[config.mk]
export PLATFORM = sky130hd
export DESIGN_NAME = gms_sequencer
export DESIGN_NICKNAME = d
export VERILOG_FILES = /design/src/shared/gms_pkg.sv /design/src/verilog/gms_sequencer.sv
export VERILOG_INCLUDE_DIRS = /design/src /design/src/shared
export SDC_FILE = /design/constraint.sdc
export NUM_CORES = 1
export LEC_CHECK = 0
export BUFFER_PORTS_ARGS = -buffer_cell sky130_fd_sc_hd__clkbuf_2
export CORE_MARGIN = 3
export CORE_UTILIZATION = 55
export CTS_BUF_LIST = sky130_fd_sc_hd__clkbuf_8
export DETAILED_ROUTE_END_ITERATION = 10
export PLACE_DENSITY = 0.77
export REMOVE_ABC_BUFFERS = 1
export SKIP_CTS_REPAIR_TIMING = 1
export SLEW_MARGIN = 20
export SYNTH_ARGS = -nofsm -noshare
export SYNTH_HDL_FRONTEND = slang
export SYNTH_SLANG_ARGS = --single-unit
export TNS_END_PERCENT = 5
[constraint.sdc]
create_clock -name mclk -period 4.1 [get_ports mclk]
set_clock_uncertainty 0.05 [all_clocks]
set_input_delay 0 -clock mclk [delete_from_list [all_inputs] [get_ports mclk]]
set_output_delay 0 -clock mclk [all_outputs]
set_load 0.005 [all_outputs]
[src/shared/gms_map.svh]
// Register offsets, field positions, reset values and timing counts
`ifndef GMS_MAP_SVH
`define GMS_MAP_SVH

`define GMS_ADDR_W          6
`define GMS_OFF_CTRL        6'h00
`define GMS_OFF_ATTEMPTS    6'h04
`define GMS_OFF_START_DLY   6'h08
`define GMS_OFF_CRANK_T     6'h0C
`define GMS_OFF_REST_T      6'h10
`define GMS_OFF_SAFETY_T    6'h14
`define GMS_OFF_RETURN_T    6'h18
`define GMS_OFF_STATUS      6'h1C

`define GMS_CTRL_MBC        0
`define GMS_CTRL_SPD_LO     1
`define GMS_CTRL_SPD_HI     2
`define GMS_CTRL_OIL        3
`define GMS_CTRL_CAN        4
`define GMS_CTRL_TELE_RUN   5
`define GMS_CTRL_TELE_LOAD  6
`define GMS_CTRL_W          7

`define GMS_RST_CTRL        7'h00
`define GMS_RST_ATTEMPTS    4'h3
`define GMS_RST_START_DLY   16'h0032
`define GMS_RST_CRANK_T     16'h0064
`define GMS_RST_REST_T      16'h0064
`define GMS_RST_SAFETY_T    16'h0064
`define GMS_RST_RETURN_T    16'h012C

`define GMS_CLK_KHZ         20000
`define GMS_TICK_MS         100
`define GMS_TICK_CYCLES     (`GMS_TICK_MS * `GMS_CLK_KHZ)

`endif

[src/shared/gms_pkg.sv]
// Types shared by the genset mode and start sequencer
`default_nettype none
package gms_pkg;

    typedef enum logic [3:0] {
        MODE_STOP   = 4'h1,
        MODE_MANUAL = 4'h2,
        MODE_TEST   = 4'h4,
        MODE_AUTO   = 4'h8
    } gms_mode_e;

    typedef enum logic [7:0] {
        SEQ_IDLE      = 8'h01,
        SEQ_START_DLY = 8'h02,
        SEQ_CRANK     = 8'h04,
        SEQ_REST      = 8'h08,
        SEQ_SAFETY    = 8'h10,
        SEQ_RUNNING   = 8'h20,
        SEQ_RETURN    = 8'h40,
        SEQ_FAILED    = 8'h80
    } gms_seq_e;

    typedef struct packed {
        logic btn_stop;
        logic btn_manual;
        logic btn_test;
        logic btn_auto;
        logic btn_start;
        logic btn_xfer_gen;
        logic btn_open_gen;
        logic mains_fail;
        logic remote_start;
        logic remote_start_load;
        logic aux_xfer_gen;
        logic aux_xfer_mains;
        logic aux_mains_fail;
        logic load_inhibit;
        logic panel_lock;
        logic sched_run;
        logic sched_on_load;
        logic balance;
        logic gen_available;
        logic alt_fired;
        logic mpu_fired;
        logic ecu_fired;
        logic oil_rising;
    } gms_pins_s;

    typedef struct packed {
        logic       fuel;
        logic       starter;
        logic       can_start;
        logic       load_close;
        logic       delayed_load;
        logic       safety_mask;
        logic       fail_to_start;
        logic [3:0] mode_led;
    } gms_outs_s;

endpackage : gms_pkg
`default_nettype wire

[src/verilog/gms_sequencer.sv]
// Genset mode, load transfer and crank/start sequencer with Avalon-MM regs
`include "gms_map.svh"
`default_nettype none

module gms_sequencer #(
    parameter int TICK_CYCLES = `GMS_TICK_CYCLES
) (
    input  wire logic                   mclk,
    input  wire logic                   rst,
    input  wire logic [`GMS_ADDR_W-1:0] avs_address,
    input  wire logic                   avs_read,
    input  wire logic                   avs_write,
    input  wire logic [31:0]            avs_writedata,
    input  wire logic [3:0]             avs_byteenable,
    output logic [31:0]                 avs_readdata,
    output logic                        avs_waitrequest,
    input  wire gms_pkg::gms_pins_s     pins,
    output gms_pkg::gms_outs_s          outs
);
    import gms_pkg::*;

    // Merge written bytes into a stored word
    function automatic logic [31:0] be_merge(
        input logic [31:0] old_val,
        input logic [31:0] wdata,
        input logic [3:0]  be
    );
        logic [31:0] res;
        res = old_val;
        for (int i = 0; i < 4; i++) begin
            if (be[i]) begin
                res[i*8 +: 8] = wdata[i*8 +: 8];
            end
        end
        return res;
    endfunction : be_merge

    // Duration belonging to a timed state
    function automatic logic [15:0] dur_sel(
        input gms_seq_e    st,
        input logic [15:0] d_start, d_crank, d_rest, d_safe, d_ret
    );
        case (st)
            SEQ_START_DLY: dur_sel = d_start;
            SEQ_CRANK:     dur_sel = d_crank;
            SEQ_REST:      dur_sel = d_rest;
            SEQ_SAFETY:    dur_sel = d_safe;
            SEQ_RETURN:    dur_sel = d_ret;
            default:       dur_sel = 16'hFFFF;
        endcase
    endfunction : dur_sel

    // Pin synchronisers; edge detect compares the second stage with the third
    gms_pins_s   in_s1_reg;
    gms_pins_s   in_s2_reg;
    gms_pins_s   in_s3_reg;
    gms_pins_s   p;
    logic [`GMS_CTRL_W-1:0] ctrl_reg;
    logic [3:0]  attempts_cfg_reg;
    logic [15:0] start_dly_reg;
    logic [15:0] crank_t_reg;
    logic [15:0] rest_t_reg;
    logic [15:0] safety_t_reg;
    logic [15:0] return_t_reg;
    logic        ack_reg;
    logic [31:0] rdata_reg;
    gms_mode_e   mode_reg;
    gms_mode_e   mode_next;
    gms_seq_e    seq_reg;
    gms_seq_e    seq_next;
    logic [31:0] presc_reg;
    logic [15:0] timer_reg;
    logic [3:0]  att_reg;
    logic        manual_req_reg;
    logic        load_reg;
    logic        load_next;
    logic        dload_reg;
    logic        fail_reg;
    always_ff @(posedge mclk) begin
        if (rst) begin
            in_s1_reg <= '0;
            in_s2_reg <= '0;
            in_s3_reg <= '0;
        end else begin
            in_s1_reg <= pins;
            in_s2_reg <= in_s1_reg;
            in_s3_reg <= in_s2_reg;
        end
    end
    assign p = in_s2_reg;

    // Button presses as one-cycle pulses
    wire stop_p   = p.btn_stop     & ~in_s3_reg.btn_stop;
    wire man_p    = p.btn_manual   & ~in_s3_reg.btn_manual;
    wire test_p   = p.btn_test     & ~in_s3_reg.btn_test;
    wire auto_p   = p.btn_auto     & ~in_s3_reg.btn_auto;
    wire start_p  = p.btn_start    & ~in_s3_reg.btn_start;
    wire xgen_p   = p.btn_xfer_gen & ~in_s3_reg.btn_xfer_gen;
    wire open_p   = p.btn_open_gen & ~in_s3_reg.btn_open_gen;

    // Mode buttons are dead while the panel is locked
    wire lock     = p.panel_lock;
    wire stop_sel = stop_p & ~lock;
    wire auto_sel = auto_p & ~lock & ~stop_p;

    // Register bus: one wait cycle, then the answer
    wire req      = avs_read | avs_write;
    wire wr_take  = avs_write & ack_reg;
    assign avs_waitrequest = req & ~ack_reg;
    assign avs_readdata    = rdata_reg;

    wire mbc      = ctrl_reg[`GMS_CTRL_MBC];
    wire [1:0] spd_src = ctrl_reg[`GMS_CTRL_SPD_HI:`GMS_CTRL_SPD_LO];
    wire oil_en   = ctrl_reg[`GMS_CTRL_OIL];
    wire can_en   = ctrl_reg[`GMS_CTRL_CAN];
    wire tele_run = ctrl_reg[`GMS_CTRL_TELE_RUN];
    wire tele_ld  = ctrl_reg[`GMS_CTRL_TELE_LOAD];

    wire [31:0] status_w = {11'h000, fail_reg, outs.safety_mask, load_reg,
                            outs.starter, outs.fuel, att_reg,
                            8'(seq_reg), 4'(mode_reg)};

    logic [31:0] rd_mux;
    always_comb begin
        case (avs_address)
            `GMS_OFF_CTRL:      rd_mux = {25'h0000000, ctrl_reg};
            `GMS_OFF_ATTEMPTS:  rd_mux = {28'h0000000, attempts_cfg_reg};
            `GMS_OFF_START_DLY: rd_mux = {16'h0000, start_dly_reg};
            `GMS_OFF_CRANK_T:   rd_mux = {16'h0000, crank_t_reg};
            `GMS_OFF_REST_T:    rd_mux = {16'h0000, rest_t_reg};
            `GMS_OFF_SAFETY_T:  rd_mux = {16'h0000, safety_t_reg};
            `GMS_OFF_RETURN_T:  rd_mux = {16'h0000, return_t_reg};
            `GMS_OFF_STATUS:    rd_mux = status_w;
            default:            rd_mux = 32'h00000000;
        endcase
    end

    always_ff @(posedge mclk) begin
        if (rst) begin
            ack_reg   <= 1'b0;
            rdata_reg <= 32'h00000000;
        end else begin
            ack_reg   <= req & ~ack_reg;
            if (avs_read & ~ack_reg) begin
                rdata_reg <= rd_mux;
            end
        end
    end

    // Addressed word with the written byte lanes merged in
    wire [31:0] wr_word = be_merge(rd_mux, avs_writedata, avs_byteenable);
    always_ff @(posedge mclk) begin
        if (rst) begin
            ctrl_reg         <= `GMS_RST_CTRL;
            attempts_cfg_reg <= `GMS_RST_ATTEMPTS;
            start_dly_reg    <= `GMS_RST_START_DLY;
            crank_t_reg      <= `GMS_RST_CRANK_T;
            rest_t_reg       <= `GMS_RST_REST_T;
            safety_t_reg     <= `GMS_RST_SAFETY_T;
            return_t_reg     <= `GMS_RST_RETURN_T;
        end else if (wr_take) begin
            case (avs_address)
                `GMS_OFF_CTRL:      ctrl_reg <= wr_word[`GMS_CTRL_W-1:0];
                `GMS_OFF_ATTEMPTS:  attempts_cfg_reg <= wr_word[3:0];
                `GMS_OFF_START_DLY: start_dly_reg <= wr_word[15:0];
                `GMS_OFF_CRANK_T:   crank_t_reg <= wr_word[15:0];
                `GMS_OFF_REST_T:    rest_t_reg <= wr_word[15:0];
                `GMS_OFF_SAFETY_T:  safety_t_reg <= wr_word[15:0];
                `GMS_OFF_RETURN_T:  return_t_reg <= wr_word[15:0];
                default: ;
            endcase
        end
    end

    // Start and loading requests
    wire auto_req = p.mains_fail | p.remote_start | p.remote_start_load
                  | p.aux_mains_fail | p.sched_run | tele_run
                  | p.balance;
    wire ld_src   = p.mains_fail | p.remote_start_load
                  | p.aux_xfer_gen | p.aux_mains_fail | p.sched_on_load
                  | p.balance | tele_ld;
    wire ld_full  = manual_req_reg | ld_src;
    wire ld_mbc   = manual_req_reg | p.aux_xfer_gen;
    wire ld_man   = mbc ? ld_mbc : ld_full;

    // Firing: chosen speed source, optionally rising oil pressure
    wire spd_fired = (spd_src == 2'h1) ? p.mpu_fired :
                     (spd_src == 2'h2) ? p.ecu_fired :
                                         p.alt_fired;
    wire fired    = spd_fired | (oil_en & p.oil_rising);

    always_comb begin
        mode_next = mode_reg;
        if (!lock) begin
            if (stop_p) begin
                mode_next = MODE_STOP;
            end else if (auto_p) begin
                mode_next = MODE_AUTO;
            end else if (test_p) begin
                mode_next = MODE_TEST;
            end else if (man_p) begin
                mode_next = MODE_MANUAL;
            end
        end
    end

    // Common tick for all sequence timers
    wire tick     = (presc_reg == 32'(TICK_CYCLES - 1));
    wire [15:0] dur = dur_sel(seq_reg, start_dly_reg, crank_t_reg,
                              rest_t_reg, safety_t_reg, return_t_reg);
    wire expired  = (timer_reg >= dur);
    wire last_att = ((att_reg + 4'h1) >= attempts_cfg_reg);

    always_comb begin
        seq_next = seq_reg;
        case (seq_reg)
            SEQ_IDLE: begin
                if (mode_reg == MODE_AUTO && auto_req) begin
                    seq_next = SEQ_START_DLY;
                end else if ((mode_reg == MODE_MANUAL ||
                              mode_reg == MODE_TEST) && start_p) begin
                    seq_next = SEQ_CRANK;
                end
            end
            SEQ_START_DLY: begin
                if (mode_reg != MODE_AUTO || !auto_req) begin
                    seq_next = SEQ_IDLE;
                end else if (expired) begin
                    seq_next = SEQ_CRANK;
                end
            end
            SEQ_CRANK: begin
                if (fired) begin
                    seq_next = SEQ_SAFETY;
                end else if (expired) begin
                    seq_next = last_att ? SEQ_FAILED : SEQ_REST;
                end
            end
            SEQ_REST: begin
                if (expired) begin
                    seq_next = SEQ_CRANK;
                end
            end
            SEQ_SAFETY: begin
                if (expired) begin
                    seq_next = SEQ_RUNNING;
                end
            end
            SEQ_RUNNING: begin
                // Manual and Test keep running until Stop, or a switch to Auto with no request
                if (mode_reg == MODE_AUTO && !auto_req) begin
                    seq_next = SEQ_RETURN;
                end
            end
            SEQ_RETURN: begin
                if (mode_reg != MODE_AUTO || auto_req) begin
                    seq_next = SEQ_RUNNING;
                end else if (expired) begin
                    seq_next = SEQ_IDLE;
                end
            end
            SEQ_FAILED: seq_next = SEQ_FAILED;
            default:    seq_next = SEQ_IDLE;
        endcase
        if (stop_sel) begin
            seq_next = SEQ_IDLE;
        end
    end

    // Load switch: open sources win over closing in the same cycle
    wire running  = (seq_next == SEQ_RUNNING) || (seq_next == SEQ_RETURN);
    wire ld_req   = (mode_reg == MODE_MANUAL) ? ld_man :
                    (mode_reg == MODE_TEST)   ? 1'b1 :
                    (mode_reg == MODE_AUTO)   ? 1'b1 : 1'b0;
    wire open_src = open_p | p.aux_xfer_mains;
    wire open_man = (mode_reg == MODE_MANUAL) &&
                    (mbc ? open_src : (open_src & ~ld_src));
    wire open_any = stop_sel | p.load_inhibit | ~running
                  | (auto_sel & mbc)
                  | (auto_sel & ~ld_man & (mode_reg == MODE_MANUAL));
    wire close_ld = running & p.gen_available & ld_req;

    assign load_next = (open_any | open_man) ? 1'b0
                     : (load_reg | close_ld);

    always_ff @(posedge mclk) begin
        if (rst) begin
            mode_reg       <= MODE_STOP;
            seq_reg        <= SEQ_IDLE;
            presc_reg      <= 32'h00000000;
            timer_reg      <= 16'h0000;
            att_reg        <= 4'h0;
            manual_req_reg <= 1'b0;
            load_reg       <= 1'b0;
            dload_reg      <= 1'b0;
            fail_reg       <= 1'b0;
        end else begin
            mode_reg  <= mode_next;
            seq_reg   <= seq_next;
            presc_reg <= tick ? 32'h00000000 : presc_reg + 32'h00000001;
            if (seq_next != seq_reg) begin
                timer_reg <= 16'h0000;
            end else if (tick && timer_reg != 16'hFFFF) begin
                timer_reg <= timer_reg + 16'h0001;
            end
            if (seq_next == SEQ_IDLE) begin
                att_reg <= 4'h0;
            end else if (seq_reg == SEQ_CRANK && seq_next != SEQ_CRANK
                         && !fired) begin
                att_reg <= att_reg + 4'h1;
            end
            // A new press wins over a clear in the same cycle
            if (xgen_p && mode_reg == MODE_MANUAL) begin
                manual_req_reg <= 1'b1;
            end else if (open_src | stop_sel | (mode_next != mode_reg)) begin
                manual_req_reg <= 1'b0;
            end
            load_reg  <= load_next;
            dload_reg <= load_next & load_reg;
            fail_reg  <= (seq_next == SEQ_FAILED);
        end
    end

    // Outputs follow the registered state
    assign outs.fuel = (seq_reg == SEQ_CRANK) || (seq_reg == SEQ_REST)
                    || (seq_reg == SEQ_SAFETY) || (seq_reg == SEQ_RUNNING)
                    || (seq_reg == SEQ_RETURN);
    assign outs.starter       = (seq_reg == SEQ_CRANK);
    // ECU only sees a start while fuel is on
    assign outs.can_start     = can_en & outs.fuel;
    assign outs.load_close    = load_reg;
    assign outs.delayed_load  = dload_reg;
    assign outs.safety_mask   = (seq_reg == SEQ_SAFETY);
    assign outs.fail_to_start = fail_reg;
    assign outs.mode_led      = 4'(mode_reg);
endmodule : gms_sequencer
`default_nettype wire

# Word-level counts from Yosys, hierarchy flattened
# Cells that the tools add are included.
dict set report classes {
  n_eq_ne 30
  n_reduce_logical 30
  muxes 32
  addsub 3
  n_lt_le_gt_ge 2
  bitwise 60
}
# operator count
set op_table {}
lappend op_table {{21-bit one-hot mux with 8 select lines} 1}
lappend op_table {{8-bit 2-to-1 mux} 14}
lappend op_table {{16-bit one-hot mux with 5 select lines} 1}
lappend op_table {{8-bit one-hot mux with 8 select lines} 1}
lappend op_table {{32-bit by 1-bit adder with 32-bit output (second input constant)} 1}
lappend op_table {{32-bit by 21-bit == test with 1-bit output (second input constant)} 1}
lappend op_table {{1-bit bitwise OR} 25}
lappend op_table {{6-bit by 5-bit == test with 1-bit output (second input constant)} 4}
lappend op_table {{1-bit AND} 22}
lappend op_table {{4-bit 2-to-1 mux} 5}
lappend op_table {{16-bit by 1-bit adder with 16-bit output (second input constant)} 1}
lappend op_table {{8-bit by 1-bit == test with 1-bit output (second input constant)} 2}
lappend op_table {{8-bit by 6-bit == test with 1-bit output (second input constant)} 2}
lappend op_table {{8-bit by 7-bit == test with 1-bit output (second input constant)} 2}
lappend op_table {{8-bit == test (second input constant)} 2}
lappend op_table {{16-bit greater-or-equal comparator} 1}
lappend op_table {{16-bit inequality test (second input constant)} 1}
lappend op_table {{2-bit AND reduction} 7}
lappend op_table {{1-bit inverter} 13}
lappend op_table {{6-bit by 4-bit == test with 1-bit output (second input constant)} 2}
lappend op_table {{1-bit 2-to-1 mux} 10}
lappend op_table {{8-bit by 2-bit == test with 1-bit output (second input constant)} 1}
lappend op_table {{8-bit by 3-bit == test with 1-bit output (second input constant)} 1}
lappend op_table {{8-bit by 4-bit == test with 1-bit output (second input constant)} 1}
lappend op_table {{19 further kinds} 36}
dict set report totals {
  in_bits 69
  ff_bits 245
  word_cells 228
}

# Logic depth before layout (Yosys ltp)
dict set report logic_depth {
  ltp_word 20
  depth_mapped 19
  ltp_nobuf 15
}

# Worst setup path before layout
# OpenSTA, ideal clock, no wires.
dict set report synth_path {
  kind {flip-flop to flip-flop}
  startpoint {register seq_reg[4]}
  endpoint {register timer_reg[14]}
  path_slack_ps -335
  setup_time_ps 87
  t_arrival_ps 4298
  path_buffers 5
  period_less_slack_ps 4435
  path_stages_with_launch 20
  cell_sequence {dfxtp_1 -> buf_6 -> nor4_2 -> and4_2 -> buf_1 -> nor3_1 -> clkbuf_1 -> a221oi_1 -> nand2_1 -> ha_1 -> nand2b_1 -> a2111oi_0 -> o311ai_1 -> or2_0 -> clkbuf_1 -> a311oi_1 -> o211a_4 -> nand3_4 -> buf_6 -> nor4b_2}
}
dict set report synth_via {
  elab_chain_cells 9
  elab_cells_between_ends 24
}
# item line_no
set synth_lines {}
lappend synth_lines {{start: declaration} gms_sequencer.sv:69} ;# gms_seq_e seq_reg;
lappend synth_lines {{start signal: assignment} gms_sequencer.sv:299} ;# seq_reg <= seq_next;
lappend synth_lines {{8-bit by 7-bit == test with 1-bit output (tied with other cells)} {gms_sequencer.sv:43, gms_sequencer.sv:216}}
lappend synth_lines {{16-bit one-hot mux with 5 select lines} gms_sequencer.sv:43} ;# case (st)
lappend synth_lines {{16-bit greater-or-equal comparator} gms_sequencer.sv:211} ;# wire expired = (timer_reg >= dur);
lappend synth_lines {{8-bit 2-to-1 mux, on equally long branches} n/a}
lappend synth_lines {{8-bit 2-to-1 mux, on equally long branches} {gms_sequencer.sv:256, gms_sequencer.sv:226, gms_sequencer.sv:233}}
lappend synth_lines {{8-bit one-hot mux with 8 select lines} gms_sequencer.sv:216} ;# case (seq_reg)
lappend synth_lines {{8-bit 2-to-1 mux} gms_sequencer.sv:265} ;# if (stop_sel) begin
lappend synth_lines {{8-bit inequality test (*)} gms_sequencer.sv:301} ;# if (seq_next != seq_reg) begin
lappend synth_lines {{2-bit OR reduction (no source line) (*)} n/a}
lappend synth_lines {{end signal: assignment} gms_sequencer.sv:304} ;# timer_reg <= timer_reg + 16'h0001;
lappend synth_lines {{end: declaration} gms_sequencer.sv:72} ;# logic [15:0] timer_reg;
# Every way passes the cells marked *; elsewhere a longest branch is shown, timed or not.
# A chain may end at the register's enable or synchronous reset.

# Worst setup path after layout
dict set report layout_path {
  startpoint {register seq_reg[0]}
  endpoint {register timer_reg[1]}
}
# The elaborated chain is that of the path after synthesis.

==> metrics.md <==
| Metric | Value |
|---|---|
| Status | finished with violations |
| Failing checks | hold timing |
| Pleak | 0.00554 µW |
| Post-Synthesis Cell Area | 11200 µm² |
| Final Cycle Share | 0.979 |
| Worst path bufs/invs | 6 |
| Crit path max-delay family | compound AO/OA/AOI/OAI gates |
| Post-synth cell types | 85 |
| Syn avg cell area | 8.60 µm² |
| Ratio of cells with drive above 1 in the final layout | 0.197 |
| Achievable Freq | 249 MHz |
| Starting density of the core | 0.566 |
| # diodes | 0 |
| Chip height | 148 µm |
| CP peak stage delay | 0.40 ns |
| Row count | 51 |
| Area grow syn2layout | 21.4% |
| Detail Placement HPWL | 20700 µm |
| Non-Filler Instances | 1744 |
| Crit-path cells | buf_6, nor2_1, nand4_4, buf_6, clkinvlp_4, buf_12, a222oi_1, and2_1, ha_1, and4_4, a221o_1, or2_4, buf_4, a2bb2oi_1, a21o_1, buf_12, nor4b_2 |
| Post-synth EDFFs | 0 |
| Top cells by count, synth | dfxtp_1, nor2_1, a21oi_1 |
| Clock sink count | 234 |
| Dpl cells | 1626 |
| MaxCap Viol Count | 0 |
| PortBufs | 83 |
| # setup viols final | 0 |
| Top cells by area, synth | dfxtp_1, nor2_1, a21oi_1 |
| Critical path capture point type | register |
| Vias | 10400 |
| Synth area leader | dfxtp_1 |
| Setup Crit Path Kind | reg -> reg |
| Clk_lat worst skew | 0.55 ns |
| Worst IR Drop VDD | 0.409 mV |
| Final estimated routing congestion in global placement | 0.921 |
| Seq/Total Area, Yosys | 0.420 |
| Crit path arrival time | 4.41 ns |
| Die ar. | 22000 µm² |
| Async SR Flop Fraction | 0 |
| First-pass iteration count of the detailed router | 7 |
| Largest net degree at the start of global routing | 67 |
| DRT antenna net count | 0 |
| Setup TNS | 0 ns |
| Number of global-route vias before repair | 9445 |
| CP startpoint kind | register |
| # IOs | 113 |
| Final Max Slew Viols | 0 |
| Relative slew slack | 0.303 |
| Pre-CTS setup slack | -0.0150 ns |
| Required @ worst endpoint | 4.50 ns |
| Hold Path Class | in -> reg |
| Chip width | 148 µm |
| Clk buf depth | 3 |
| First-pass GRT wire length | 47300 µm |
| CTS clk-pin slew, worst paths | 0.06 ns |
| Fin crit period | 4.01 ns |
| Synth Flop Type | dfxtp_1 |
| Ys Warns | 0 |
| DRC errors left | 0 |
| Fillers | 1549 |
| Initial antenna violation count | 0 |
| Num CTS Buffers | 40 |
| PnR worst setup slack | 0.0867 ns |
| CTS tree | done |
| H-tree level count | 2 |
| Overflow after GRT | 0 |
| Crit Path Max Fanout | 14 |
| Final hold vios | 13 |
| Core area | 19700 µm² |
| Average wire per standard cell | 17.7 µm |
| Total wire length after detailed routing | 30900 µm |
| CTS Root Cell | clkbuf_8 |
| FF+latch count, synth | 234 |
| Cells after synthesis | 1298 |
| Vias per cell | 5.95 |
| NumNets Final | 1542 |
| Final hold slack | -0.0372 ns |
| Count leader, synth | dfxtp_1 |
| Iter 0 DRT Violations | 994 |
| Actual slew at the worst max-slew pin | 1.05 ns |
| GRT Util Overall | 0.261 |
| End-of-flow core utilization | 0.688 |
| Max FFs per register | 32 |
| CP max stage cell | a221o_1 |
| Yosys top cell area share | 0.420 |
| Pwr per Cell Area | 359 nW/µm² |
-- cell families (layout without fill, tap and decap cells) --
group                      after synthesis  in the layout  synth area share
other                                    1             11          0.000336
DFF                                    234            234             0.420
AOI/OAI and AO/OA                      267            267             0.172
adders and majority gates               23             23            0.0258
buffers and inverters                  118            289            0.0499
and+or+nand+nor                        584            584             0.272
xor gates and xnor gates                47             47            0.0386
muxes                                   24             24            0.0220
-- final timing paths --
kind	slack, ns	startpoint	to	depth (start not counted)
hold reg to reg	0.37	in_s1_reg[22]	in_s2_reg[22]	1
setup / recovery	0.09	seq_reg[0]	timer_reg[1]	17
hold / removal	-0.04	avs_address[2]	crank_t_reg[1]	5
setup reg to reg	0.09	seq_reg[0]	timer_reg[1]	17
-- power breakdown --
group | internal [µW] | switching, µW
Sequential | 2310 | 22.6
Combinational | 119 | 161
Clock | 1280 | 978
-- routing by layer --
layer	up-vias	share of wire	global-route usage
met5	-	0	0
li1	4905	-	-
met2	488	0.47	0.427
met1	4901	0.41	0.335
met3	86	0.088	0.0619
met4	0	0.033	0.102
-- area by class of cell --
type                       instances  area (µm²)  share of cell area
multi-input combinational        956        6090               0.449
sequential                       234        4700               0.346
timing repair buffer             196        1490               0.110
clock buffer                      52         716              0.0528
tap                              265         332              0.0245
clock inverter                    19         153              0.0113
inverter                          22        86.3             0.00637
-- metrics by stage --
stage                     hold WS, ns  power [µW]  cell area [µm²]
final                         -0.0372        4870            13600
after global placement          0.157        2620            12100
after global routing         -0.00153        5050            13600
after detailed placement        0.164        2630            12100
after floorplan                0.0167        2510            10700
after CTS                      -0.417        4860            12900
-- cell usage in the layout (no fill, tap or decap), drive strengths merged, types with 14 or more instances in the layout --
cell type,netlist,routed
ha,23,23
nor3,42,42
mux2i,20,20
dfxtp,234,234
xor2,34,34
nor4,22,22
dlygate4sd3,0,39
nor2b,59,59
nor2,216,216
a21oi,97,97
a22o,27,27
nand2,86,86
nand3,49,49
buf,41,73
inv,21,35
o21ai,16,16
and2,19,19
nand2b,21,21
a221oi,17,17
a22oi,29,29
nand4,14,14
clkbuf,55,136
-- tightest hold or removal path: stages --
cell,delay [ns]
clkbuf_2,0.15
nand2_1,0.13
nor2_2,0.10
nand3_1,0.08
a21oi_1,0.06
No activity file was read; power rests on OpenSTA's default activity.
